File: config.mk
export PLATFORM = sky130hd
export DESIGN_NAME = sstb_slave
export DESIGN_NICKNAME = d
export VERILOG_FILES = /design/src/rtl/sstb_pkg.sv /design/src/rtl/sstb_slave.sv /design/src/rtl/sstb_sync.sv
export SDC_FILE = /design/constraint.sdc
export NUM_CORES = 1
export LEC_CHECK = 0
export ABC_AREA = 0
export BUFFER_PORTS_ARGS = -buffer_cell sky130_fd_sc_hd__buf_2
export CORE_MARGIN = 4
export CORE_UTILIZATION = 50
export CTS_BUF_LIST = sky130_fd_sc_hd__clkbuf_8
export DETAILED_ROUTE_END_ITERATION = 7
export PLACE_DENSITY = 0.74
export SLEW_MARGIN = 20
export SYNTH_ARGS = -nofsm -noshare
export SYNTH_HDL_FRONTEND = slang
export SYNTH_SLANG_ARGS = --single-unit
File: constraint.sdc
create_clock -name ref_clk -period 2 [get_ports ref_clk]
set_input_delay 0.2 -clock ref_clk [delete_from_list [all_inputs] [get_ports ref_clk]]
set_output_delay 0.2 -clock ref_clk [all_outputs]
set_load 0.05 [all_outputs]
File: src/rtl/sstb_pkg.sv
// How it works
// select high resets state machine and counter
// select rising mid-byte drops both partial bytes
// unbuffered, select high: idle, data loadable
// select low: drive loaded byte from first edge
// unbuffered: done flag after full byte
// unbuffered early write dropped, collision flag set
// buffer enable adds buffer, queue and flags
// no-wait buffered: first byte is a dummy
// buffer loads shifter only after transfer ends
// write into full buffer is lost
// empty flag clears on write, sets on copy
// receive flag one cycle after empty flag
// transfer flag one cycle after receive flag
// wait-receive: idle write goes to shifter next cycle
// two-bit mode field picks polarity and phase
// change on one edge, sample on other
// one request line for four sources
// request while flag and enable both set
// runs in idle sleep, deeper sleep aborts
// mode 0 idle low, 2 idle high, odd trailing
// output released while select high
// master keeps each clock phase over two cycles
// order bit 0 msb first, 1 lsb first
// eight bits per transfer, byte readable after
// buffered two-entry queue, overflow flag
package sstb_pkg;

    // ****************************************
    // constants
    // ****************************************
    localparam int          SSTB_BITS      = 8;
    localparam logic [3:0]  SSTB_CNT_RST   = 4'h0;
    localparam logic [7:0]  SSTB_BYTE_RST  = 8'h00;
    localparam int          SSTB_RXQ_DEPTH = 2;
    localparam int          SSTB_SYNC_LEN  = 2;

    // ****************************************
    // types
    // ****************************************
    typedef struct packed {
        logic       bufferModeEnable;
        logic       bufferWaitReceive;
        logic       bitOrderSelect;
        logic [1:0] transferMode;
    } sstb_cfg_s;

    typedef struct packed {
        logic selectTrigger;
        logic bufferEmpty;
        logic transferComplete;
        logic receiveComplete;
    } sstb_irq_s;

    typedef enum logic [1:0] {
        SSTB_IDLE,
        SSTB_SHIFT,
        SSTB_DONE
    } sstb_state_e;

endpackage

File: src/rtl/sstb_slave.sv
`timescale 1ns/1ps
module sstb_slave
(
    // clock and reset
    input  wire logic                   ref_clk,
    input  wire logic                   rstn,
    // spi pins
    input  wire logic                   sck,
    input  wire logic                   selectN,
    input  wire logic                   mosi,
    output logic                        misoOut,
    output logic                        misoOe,
    input  wire logic                   misoDirOut,
    // configuration
    input  wire sstb_pkg::sstb_cfg_s    cfg,
    input  wire sstb_pkg::sstb_irq_s    irqEnable,
    input  wire logic                   deepSleep,
    // software data port
    input  wire logic                   dataWr,
    input  wire logic [7:0]             dataWrValue,
    input  wire logic                   dataRd,
    output logic [7:0]                  dataRdValue,
    output logic                        rxValid,
    // flags
    input  wire sstb_pkg::sstb_irq_s    flagClear,
    input  wire logic                   collisionClear,
    input  wire logic                   overflowClear,
    output sstb_pkg::sstb_irq_s         flags,
    output logic                        write_collision_flag,
    output logic                        receive_overflow_flag,
    output logic                        irqReq
);
    import sstb_pkg::*;

    logic [2:0]  syncPins;
    logic        sckS;
    logic        selNS;
    logic        mosiS;
    logic        sckPrev_ff;
    logic        selPrev_ff;
    logic        sckRise;
    logic        sckFall;
    logic        sampleEdge;
    logic        setupEdge;
    logic        active;
    sstb_state_e state_ff;
    logic [3:0]  bitCnt_ff;
    logic [7:0]  shift_ff;
    logic [7:0]  rxShift_ff;
    logic [7:0]  txBuf_ff;
    logic        txBufFull_ff;
    logic        byteDone;
    logic        directLoad;
    logic        directLoadPend_ff;
    logic        txPend_ff;
    logic        txcRise_ff;
    logic [7:0]  rxByte;
    logic        emptyRise_ff;
    logic        rxcRise_ff;
    logic        sentAll;
    logic [7:0]  rxq_ff [SSTB_RXQ_DEPTH];
    logic [1:0]  rxCount_ff;
    logic        wrCollide;

    // ****************************************
    // pin sampling and edges
    // ****************************************
    sstb_sync #(.WIDTH(3)) u_sync
    (
        .ref_clk (ref_clk),
        .rstn    (rstn),
        .asyncIn ({sck, ~selectN, mosi}), // select inverted so reset reads as deselected
        .syncOut (syncPins)
    );

    assign sckS  = syncPins[2];
    assign selNS = ~syncPins[1];
    assign mosiS = syncPins[0];

    always_ff @(posedge ref_clk or negedge rstn)
    begin
        if (!rstn)
        begin
            sckPrev_ff <= 1'b0;
            selPrev_ff <= 1'b1;
        end
        else
        begin
            sckPrev_ff <= sckS;
            selPrev_ff <= selNS;
        end
    end

    assign sckRise = sckS & ~sckPrev_ff;
    assign sckFall = ~sckS & sckPrev_ff;
    // leading edge rises in modes 0/1, falls in 2/3; odd modes sample trailing
    assign sampleEdge = (cfg.transferMode[1] ^ cfg.transferMode[0]) ? sckFall : sckRise;
    assign setupEdge  = (cfg.transferMode[1] ^ cfg.transferMode[0]) ? sckRise : sckFall;
    assign active     = ~selNS & ~deepSleep;

    function automatic logic outBit(input logic [7:0] v, input logic lsbFirst);
        outBit = lsbFirst ? v[0] : v[7];
    endfunction

    function automatic logic [7:0] withBit(input logic [7:0] v, input logic b,
                                           input logic lsbFirst);
        withBit = lsbFirst ? {b, v[7:1]} : {v[6:0], b};
    endfunction

    assign rxByte = withBit(rxShift_ff, mosiS, cfg.bitOrderSelect);

    // ****************************************
    // transfer state machine
    // ****************************************
    always_ff @(posedge ref_clk or negedge rstn)
    begin
        if (!rstn)
        begin
            state_ff  <= SSTB_IDLE;
            bitCnt_ff <= SSTB_CNT_RST;
        end
        else if (!active)
        begin
            state_ff  <= SSTB_IDLE;
            bitCnt_ff <= SSTB_CNT_RST;
        end
        else
        begin
            unique case (state_ff)
                SSTB_IDLE:
                begin
                    if (sampleEdge)
                    begin
                        state_ff  <= SSTB_SHIFT;
                        bitCnt_ff <= 4'h1;
                    end
                end
                SSTB_SHIFT:
                begin
                    if (sampleEdge)
                    begin
                        if (bitCnt_ff == 4'(SSTB_BITS - 1))
                        begin
                            state_ff  <= SSTB_DONE;
                            bitCnt_ff <= SSTB_CNT_RST;
                        end
                        else
                        begin
                            bitCnt_ff <= bitCnt_ff + 4'h1;
                        end
                    end
                end
                SSTB_DONE:
                begin
                    state_ff <= SSTB_IDLE;
                end
            endcase
        end
    end

    assign byteDone = active & (state_ff == SSTB_SHIFT) & sampleEdge
                      & (bitCnt_ff == 4'(SSTB_BITS - 1));

    // ****************************************
    // receive shifter
    // ****************************************
    always_ff @(posedge ref_clk or negedge rstn)
    begin
        if (!rstn)
        begin
            rxShift_ff <= SSTB_BYTE_RST;
        end
        else if (active && sampleEdge)
        begin
            rxShift_ff <= rxByte;
        end
    end

    // ****************************************
    // transmit shifter and buffer
    // ****************************************
    assign directLoad = dataWr & selNS & cfg.bufferModeEnable & cfg.bufferWaitReceive
                        & ~txBufFull_ff & (state_ff == SSTB_IDLE) & ~emptyRise_ff
                        & ~txPend_ff;
    assign wrCollide  = dataWr & ~cfg.bufferModeEnable & (state_ff != SSTB_IDLE);

    always_ff @(posedge ref_clk or negedge rstn)
    begin
        if (!rstn)
        begin
            shift_ff     <= SSTB_BYTE_RST;
            txBuf_ff     <= SSTB_BYTE_RST;
            txBufFull_ff <= 1'b0;
            txPend_ff    <= 1'b0;
        end
        else if (byteDone)
        begin
            // received byte stays as dummy unless buffer refills it
            if (cfg.bufferModeEnable && txBufFull_ff)
            begin
                shift_ff     <= txBuf_ff;
                txBufFull_ff <= 1'b0;
                txPend_ff    <= 1'b1;
            end
            else
            begin
                shift_ff  <= rxByte;
                txPend_ff <= 1'b0;
            end
        end
        else if (!active)
        begin
            shift_ff <= shift_ff; // partial transmit discarded, shifted remainder kept
            if (cfg.bufferModeEnable && txBufFull_ff && selNS && cfg.bufferWaitReceive
                && (selPrev_ff == 1'b1) && directLoadPend_ff)
            begin
                shift_ff     <= txBuf_ff;
                txBufFull_ff <= 1'b0;
                txPend_ff    <= 1'b1;
            end
            else if (dataWr && !cfg.bufferModeEnable)
            begin
                shift_ff <= dataWrValue;
            end
            else if (dataWr && cfg.bufferModeEnable && !txBufFull_ff)
            begin
                txBuf_ff     <= dataWrValue;
                txBufFull_ff <= 1'b1;
            end
        end
        else if (active && setupEdge && state_ff == SSTB_SHIFT)
        begin
            shift_ff <= withBit(shift_ff, 1'b0, cfg.bitOrderSelect);
        end
        else if (dataWr && cfg.bufferModeEnable && !txBufFull_ff)
        begin
            txBuf_ff     <= dataWrValue;
            txBufFull_ff <= 1'b1;
        end
        else if (dataWr && !cfg.bufferModeEnable && state_ff == SSTB_IDLE)
        begin
            shift_ff <= dataWrValue;
        end
    end

    always_ff @(posedge ref_clk or negedge rstn)
    begin
        if (!rstn)
        begin
            directLoadPend_ff <= 1'b0;
        end
        else
        begin
            directLoadPend_ff <= directLoad;
        end
    end

    // released when deselected
    assign misoOe  = misoDirOut & ~selNS;
    assign misoOut = outBit(shift_ff, cfg.bitOrderSelect);

    // ****************************************
    // receive queue
    // ****************************************
    always_ff @(posedge ref_clk or negedge rstn)
    begin
        if (!rstn)
        begin
            rxq_ff[0]  <= SSTB_BYTE_RST;
            rxq_ff[1]  <= SSTB_BYTE_RST;
            rxCount_ff <= 2'h0;
            receive_overflow_flag <= 1'b0;
        end
        else
        begin
            if (byteDone)
            begin
                if (rxCount_ff == 2'h0 || (dataRd && rxCount_ff == 2'h1))
                begin
                    rxq_ff[0]  <= rxByte;
                    rxCount_ff <= 2'h1;
                end
                else if (cfg.bufferModeEnable && rxCount_ff == 2'h1)
                begin
                    rxq_ff[1]  <= rxByte;
                    rxCount_ff <= 2'h2;
                end
                else if (dataRd)
                begin
                    rxq_ff[0] <= rxq_ff[1];
                    rxq_ff[1] <= rxByte;
                end
                else if (cfg.bufferModeEnable)
                begin
                    receive_overflow_flag <= 1'b1; // new byte dropped, queue kept
                end
                else
                begin
                    rxq_ff[0] <= rxByte;
                end
            end
            else if (dataRd && rxCount_ff != 2'h0)
            begin
                rxq_ff[0]  <= rxq_ff[1];
                rxCount_ff <= rxCount_ff - 2'h1;
            end
            if (overflowClear && !(byteDone && rxCount_ff == 2'h2 && !dataRd))
            begin
                receive_overflow_flag <= 1'b0;
            end
        end
    end

    assign dataRdValue = rxq_ff[0];
    assign rxValid     = rxCount_ff != 2'h0;

    // ****************************************
    // flags
    // ****************************************
    assign sentAll = ~txBufFull_ff & ~txPend_ff;

    always_ff @(posedge ref_clk or negedge rstn)
    begin
        if (!rstn)
        begin
            emptyRise_ff <= 1'b0;
            rxcRise_ff   <= 1'b0;
            txcRise_ff   <= 1'b0;
        end
        else
        begin
            emptyRise_ff <= byteDone;
            rxcRise_ff   <= emptyRise_ff;
            txcRise_ff   <= rxcRise_ff;
        end
    end

    always_ff @(posedge ref_clk or negedge rstn)
    begin
        if (!rstn)
        begin
            flags                <= '0;
            write_collision_flag <= 1'b0;
        end
        else
        begin
            // set wins over clear on every flag except bufferEmpty, which follows ~txBufFull_ff in buffer mode (0 otherwise) and ignores its clear
            flags.selectTrigger <= (flags.selectTrigger & ~flagClear.selectTrigger)
                                   | (cfg.bufferModeEnable & selPrev_ff & ~selNS);
            flags.bufferEmpty <= cfg.bufferModeEnable ? (~txBufFull_ff) : 1'b0;
            flags.receiveComplete <= (flags.receiveComplete & ~flagClear.receiveComplete)
                                     | (cfg.bufferModeEnable ? rxcRise_ff : byteDone);

            flags.transferComplete <= (flags.transferComplete & ~flagClear.transferComplete)
                                      | (cfg.bufferModeEnable & txcRise_ff & sentAll);

            write_collision_flag <= (write_collision_flag & ~collisionClear) | wrCollide;
        end
    end

    // single request for all sources
    assign irqReq = |(flags & irqEnable);

    // ****************************************
    // checks
    // ****************************************
    rx_after_done_a: assert property (@(posedge ref_clk) disable iff (!rstn)
        byteDone && cfg.bufferModeEnable |=> ##2 flags.receiveComplete)
        else $error("receive flag late");
    tx_after_rx_a: assert property (@(posedge ref_clk) disable iff (!rstn)
        $rose(flags.transferComplete) |-> $past(flags.receiveComplete))
        else $error("transfer flag before receive flag");
    deselect_idle_a: assert property (@(posedge ref_clk) disable iff (!rstn)
        selNS |=> state_ff == SSTB_IDLE && bitCnt_ff == SSTB_CNT_RST)
        else $error("not idle when deselected");
    miso_release_a: assert property (@(posedge ref_clk) disable iff (!rstn)
        selNS |-> !misoOe)
        else $error("miso driven while deselected");
    irq_level_a: assert property (@(posedge ref_clk) disable iff (!rstn)
        (flags.receiveComplete && irqEnable.receiveComplete) |-> irqReq)
        else $error("request missing");
    collision_set_a: assert property (@(posedge ref_clk) disable iff (!rstn)
        wrCollide |=> write_collision_flag)
        else $error("collision flag missing");
    buffer_keep_a: assert property (@(posedge ref_clk) disable iff (!rstn)
        dataWr && txBufFull_ff |=> $stable(txBuf_ff))
        else $error("full buffer overwritten");
endmodule

File: src/rtl/sstb_sync.sv
`timescale 1ns/1ps
module sstb_sync
#(
    parameter int WIDTH = 3
)
(
    // clock and reset
    input  wire logic             ref_clk,
    input  wire logic             rstn,
    // data
    input  wire logic [WIDTH-1:0] asyncIn,
    output logic      [WIDTH-1:0] syncOut
);
    import sstb_pkg::*;

    logic [WIDTH-1:0] stage1_ff;

    // ****************************************
    // two-flop synchroniser
    // ****************************************
    always_ff @(posedge ref_clk or negedge rstn)
    begin
        if (!rstn)
        begin
            stage1_ff <= '0;
            syncOut   <= '0;
        end
        else
        begin
            stage1_ff <= asyncIn;
            syncOut   <= stage1_ff;
        end
    end
endmodule

After elaboration in Yosys (flattened, before gate mapping)
Cells that the tools add are included.

Bits in registers: 68. Input port bits: 32. Output and inout bits: 18. Logic and storage cells: 199.

Add/subtract/negate cells: 2. Eq/ne operators: 24. Muxes and demuxes: 59. Bitwise gates (word level): 46. Reductions and logical operators: 44.

Operators with widths (count): $mux W8 (23); $and A1 B1 Y1 (25); $mux W1 (22); $logic_and A1 B1 Y1 (18); $reduce_and A3 Y1 (6); $mux W2 (8); $mux W4 (4); $ne A3 B3 Y1 const B (5); $not A1 Y1 (15); $reduce_bool A2 Y1 (7); $ne A2 B1 Y1 const B (5); $ne A4 B3 Y1 const B (2); $pmux W4 S2 (1); $ne A2 B2 Y1 const B (3); $ne A3 B1 Y1 const B (2); $pmux W2 S3 (1); $reduce_and A5 Y1 (1); $add A4 B1 Y4 const B (1); $and A4 B4 Y4 (1); $eq A2 B1 Y1 const B (2); $eq A2 B2 Y1 const B (2); $eq A4 B3 Y1 const B (1); $logic_not A1 Y1 (4); $logic_not A2 Y1 (2); other kinds (10) (14).

Depth between registers and ports, before layout
Depth in word-level cells: 11. Gate-level depth with buffers: 11. Depth with buffers taken out: 8.

By module
A second synthesis with hierarchy kept.

Cells, all modules: 312. Area, all modules: 3717.3 µm².

Modules (own cells, without submodules): sstb_slave (times used 1, cells an instance 306, area an instance 3567.2 µm², sequential area each 1552.7 µm²); sstb_sync (times used 1, cells an instance 6, area an instance 150.1 µm², sequential area each 150.1 µm²).

Least setup slack after synthesis
OpenSTA, ideal clock, no wires.

Path type: reg2reg. Start point: register state_ff[0]. End point: register shift_ff[0]. Setup time: 125 ps. Arrival time: 1912 ps. Data required time: 1875 ps. Setup slack: -37 ps. Cell stages (with the launch flop): 10. Path buffers: 3. Period minus slack after synthesis: 2037 ps. Cell sequence: dfrtp_1 ha_1 buf_2 and3b_1 buf_2 nand2_2 o22ai_4 or2_1 buf_6 mux2_4.

Longest elaborated chain between the ends: 6. Elaborated cells between the ends (all ways): 14. Those cells by class: eq/ne (3); mux (3); bitwise (3); reduce/logical (5).

RTL lines: from (decl) (line sstb_slave.sv:46) `sstb_state_e state_ff;`; from (signal assigned) (line sstb_slave.sv:119) `state_ff <= SSTB_IDLE;`; from (signal assigned) (line sstb_slave.sv:124) `state_ff <= SSTB_IDLE;`; from (signal assigned) (line sstb_slave.sv:134) `state_ff <= SSTB_SHIFT;`; $eq A2 B1 Y1 (line sstb_slave.sv:161, sstb_slave.sv:231); $and A1 B1 Y1 (2 in series) (line sstb_slave.sv:161) `assign byteDone = active & (state_ff == SSTB_SHIFT) & sampleEdge`; $and A1 B1 Y1 (line sstb_slave.sv:162) `& (bitCnt_ff == 4'(SSTB_BITS - 1));`; $ne A4 B1 Y1 (no line), or another cell as far along; $reduce_and A3 Y1 (no line); to (signal assigned) (line sstb_slave.sv:201) `shift_ff <= txBuf_ff;`; to (signal assigned) (line sstb_slave.sv:207) `shift_ff <= rxByte;`; to (signal assigned) (line sstb_slave.sv:213) `shift_ff <= shift_ff;`; to (decl) (line sstb_slave.sv:48) `logic [7:0] shift_ff;`.

Several ways; a longest one is shown, not always the timed one. A chain may end at the register's enable or synchronous reset.

Worst setup path after layout
Start point: register selPrev_ff. End point: register shift_ff[0].

Longest elaborated chain between the ends: 5. Elaborated cells between the ends (all ways): 7. Those cells by class: mux (3); reduce/logical (4).

RTL lines: from (decl) (line sstb_slave.sv:40) `logic selPrev_ff;`; from (signal assigned) (line sstb_slave.sv:90) `selPrev_ff <= selNS;`; $logic_and A1 B1 Y1 * (2 in series) (line sstb_slave.sv:215) `&& (selPrev_ff == 1'b1) && directLoadPend_ff)`; $mux W8 (line sstb_slave.sv:214) `if (cfg.bufferModeEnable && txBufFull_ff && selNS && cfg.bufferWaitReceive`; $mux W8 (line sstb_slave.sv:211) `else if (!active)`; $mux W8 (line sstb_slave.sv:196) `else if (byteDone)`; to (signal assigned) (line sstb_slave.sv:201); to (signal assigned) (line sstb_slave.sv:213); to (signal assigned) (line sstb_slave.sv:217) `shift_ff <= txBuf_ff;`.

Every way passes the cells marked *; elsewhere a longest branch is shown, timed or not.

==> run_results.csv <==
group,metric,value,unit
worst_setup_path,ff2ff_setup_slack,0.08,ns
place,gp_congestion,0.896,
clock_network,h-tree-depth,3,
sta,slew_headroom,0.609,
worst_setup_path,crit_type,"flop to flop",
detailed_routing,drc,0,
detailed_routing,first_iter_violations,132,
sta,whs,0.0301,ns
sta,worstMarginPinSlew,0.587,ns
die,ioPinCount,50,
worst_setup_path,crit_path_top_delay_cell,"dfstp_2",
die,row_count,30,
outcome,outcome,"complete, no violations",
detailed_routing,routed_via_density,5.65,
sta,setup_tns,0,ns
final_layout,fill_cells,558,
worst_setup_path,cp_max_fo,6,
grt,antenna_found_initial,0,
final_layout,fin_nets,447,
grt,track_usage,0.202,
synthesis,synthCells,344,
synthesis,avgSynthCellArea,10.6,sq um
worst_setup_path,cpPeakStageDelay,0.53,ns
die,die_w,93.6,um
synthesis,yosys_warnings,0,
clock_network,path_clk_slew,0.07,ns
pwr,powerDensity,955,nW/um^2
clock_network,clock_latency,0.35,ns
grt,gr-total-overflow,0,
synthesis,ys_ff_latch,68,
worst_setup_path,arrival,2.16,ns
grt,grt_pass1_wl,13.7,mm
detailed_routing,avgRoutedWirePerCell,16.0,um
die,dieHeight,93.6,um
worst_setup_path,crit_required,2.24,ns
detailed_routing,vias,2881,
sta,hold_viol,0,
worst_setup_path,start_kind,"flop",
final_layout,stdcell_area,4440,sq um
final_layout,num_antenna_cells,0,
synthesis,seq_area_frac_synth,0.465,
sta,post-route-min-period,1.92,ns
die,core_area,6940,sq um
place,place_area,4140,sq um
worst_setup_path,crit_path_end_kind,"flop",
worst_setup_path,worst-path-buf-inv,0,
final_layout,final_cell_mix,"67 x dfrtp_1, 48 x buf_2, 34 x mux2_2",
sta,slew_viol_final,0,
worst_setup_path,cp_top_family,"simple AND/OR/NAND/NOR gates",
pwr,ir_worst_vdd,446,uV
final_layout,syn2layout_area_growth,21.1,%
grt,grt_pass1_vias,2799,
detailed_routing,first_pass_iters,5,
clock_network,cts_buffer_depth,2,
sta,finClkSkew,0.00367,ns
detailed_routing,drtAntennaViolNets,0,
clock_network,post_cts_buffers,0,
final_layout,layout-drive-gt1-share,0.350,
run,drv_cap,0,
sta,setup-violations-final,0,
worst_hold_path,min_path_type,"primary input to flop",
detailed_routing,wl,8.18,mm
synthesis,synth-edff-count,0,
synthesis,async_reset_ff_frac,1.00,
die,start_util,0.528,
synthesis,synth.distinct_cells,51,
place,dp_hpwl,5.79,mm
clock_network,clockRootBuffer,"clkbuf_8",
synthesis,synth-main-ff-cell,"dfrtp_1",
grt,grt_max_degree,26,
clock_network,cts.sinks,68,
clock_network,tritoncts,"yes",
sta,fmax,520,MHz
place,port_buffers,48,
worst_setup_path,path_cells,"nand4b_1 -> or2_2 -> o21ai_1 -> or2_1 -> mux2_4",
synthesis,syn_nets,382,
sta,layout_worst_path_cycle_share,0.961,
clock_network,cts_inserted_buffers,9,
die,die_area,8760,sq um
final_layout,final_common_cell,"dfrtp_1",
pwr,leakage,2.00,nW
sta,rsz0062_at_grt,"false",
synthesis,synth_area,3660,sq um
routing by layer:
layer	vias to the layer above	GRT usage	share of wire
li1	1389	-	-
met1	1379	0.277	0.45
met2	102	0.304	0.47
met3	11	0.0442	0.065
met4	0	0.0963	0.017
met5	-	0	0
where the power goes:
part | total [mW] | switching, mW | internal, mW
sequential | 1.80 | 0.210 | 1.59
clock | 1.40 | 0.541 | 0.862
combinational | 1.03 | 0.586 | 0.446
total | 4.24 | 1.34 | 2.90
final timing paths:
check / startpoint / endpoint / cells after the start
max in group asynchronous: rstn / selPrev_ff / 3
hold / removal: flagClear[1] / flags[1] / 2
setup / recovery: selPrev_ff / shift_ff[0] / 5
min in group asynchronous: rstn / flags[3] / 2
setup reg to reg: selPrev_ff / shift_ff[0] / 5
hold reg to reg: u_sync.stage1_ff[2] / u_sync.syncOut[2] / 0
registers in the layout (all words and copies together), names as in the netlist, 2 cells and up:
| name | flops |
|---|---|
| bitCnt_ff | 4 |
| dataRdValue | 8 |
| flags | 4 |
| rxCount_ff | 2 |
| rxShift_ff | 8 |
| rxq_ff | 8 |
| shift_ff | 8 |
| state_ff | 2 |
| txBuf_ff | 8 |
| u_sync.stage1_ff | 3 |
| u_sync.syncOut | 3 |
through the flow:
| step | worst slack [ns] | utilization | total power, mW | instances |
|---|---|---|---|---|
| detailed placement | 0.0167 | 0.596 | 2.82 | 490 |
| CTS | 0.0570 | 0.638 | 4.25 | 510 |
| global route | 0.00626 | 0.639 | 4.50 | 510 |
| finish | 0.0773 | 0.639 | 4.24 | 510 |
| global placement | 0.0797 | 0.596 | 2.78 | 490 |
| floorplan | 0.00158 | - | 2.50 | 344 |
cell usage after synthesis, types with 3 or more instances:
master    number  share of area
o211ai_1       8          0.016
ha_1           6          0.020
nand2b_1       4         0.0068
inv_1         13          0.013
nand3_1        5         0.0068
a31oi_1        6          0.010
a21oi_1       19          0.026
a32o_1         6          0.016
mux2_2        34           0.10
buf_4          8          0.016
clkbuf_1       8         0.0082
mux2i_1       21          0.057
dfrtp_1       67           0.46
nor3_1         7         0.0096
nand2_1       25          0.026
nor2_1        15          0.015
a22oi_1        7          0.014
buf_2          7         0.0096
a32oi_1        4         0.0096
nor2b_1        5         0.0085
o21ai_0       30          0.041
o21ai_1        3         0.0041
final cells by class:
| type | instances | area [sq um] | area share |
|---|---|---|---|
| clock buffers | 10 | 138 | 0.0310 |
| inverters | 13 | 52.6 | 0.0118 |
| flip-flops and latches | 68 | 1700 | 0.384 |
| well taps | 96 | 120 | 0.0271 |
| repair buffers | 79 | 520 | 0.117 |
| multi-input cells | 238 | 1790 | 0.404 |
| clock inverters | 6 | 111 | 0.0251 |
repair_timing:
item,4_1_cts,5_1_grt
hold buffers,4,0
cloned,0,0
resized for setup,1,4
hold endpoints to repair,24,0
endpoints found under the setup margin,1,16
kinds of logic after synthesis:
kind of cell               synth area share
AOI/OAI and AO/OA                     0.167
and+or+nand+nor                       0.113
xor gates and xnor gates            0.00683
DFF                                   0.465
buffers and inverters                0.0516
adders and majority gates            0.0205
muxes                                 0.176
Note: power is estimated with default switching activity, not from simulation.
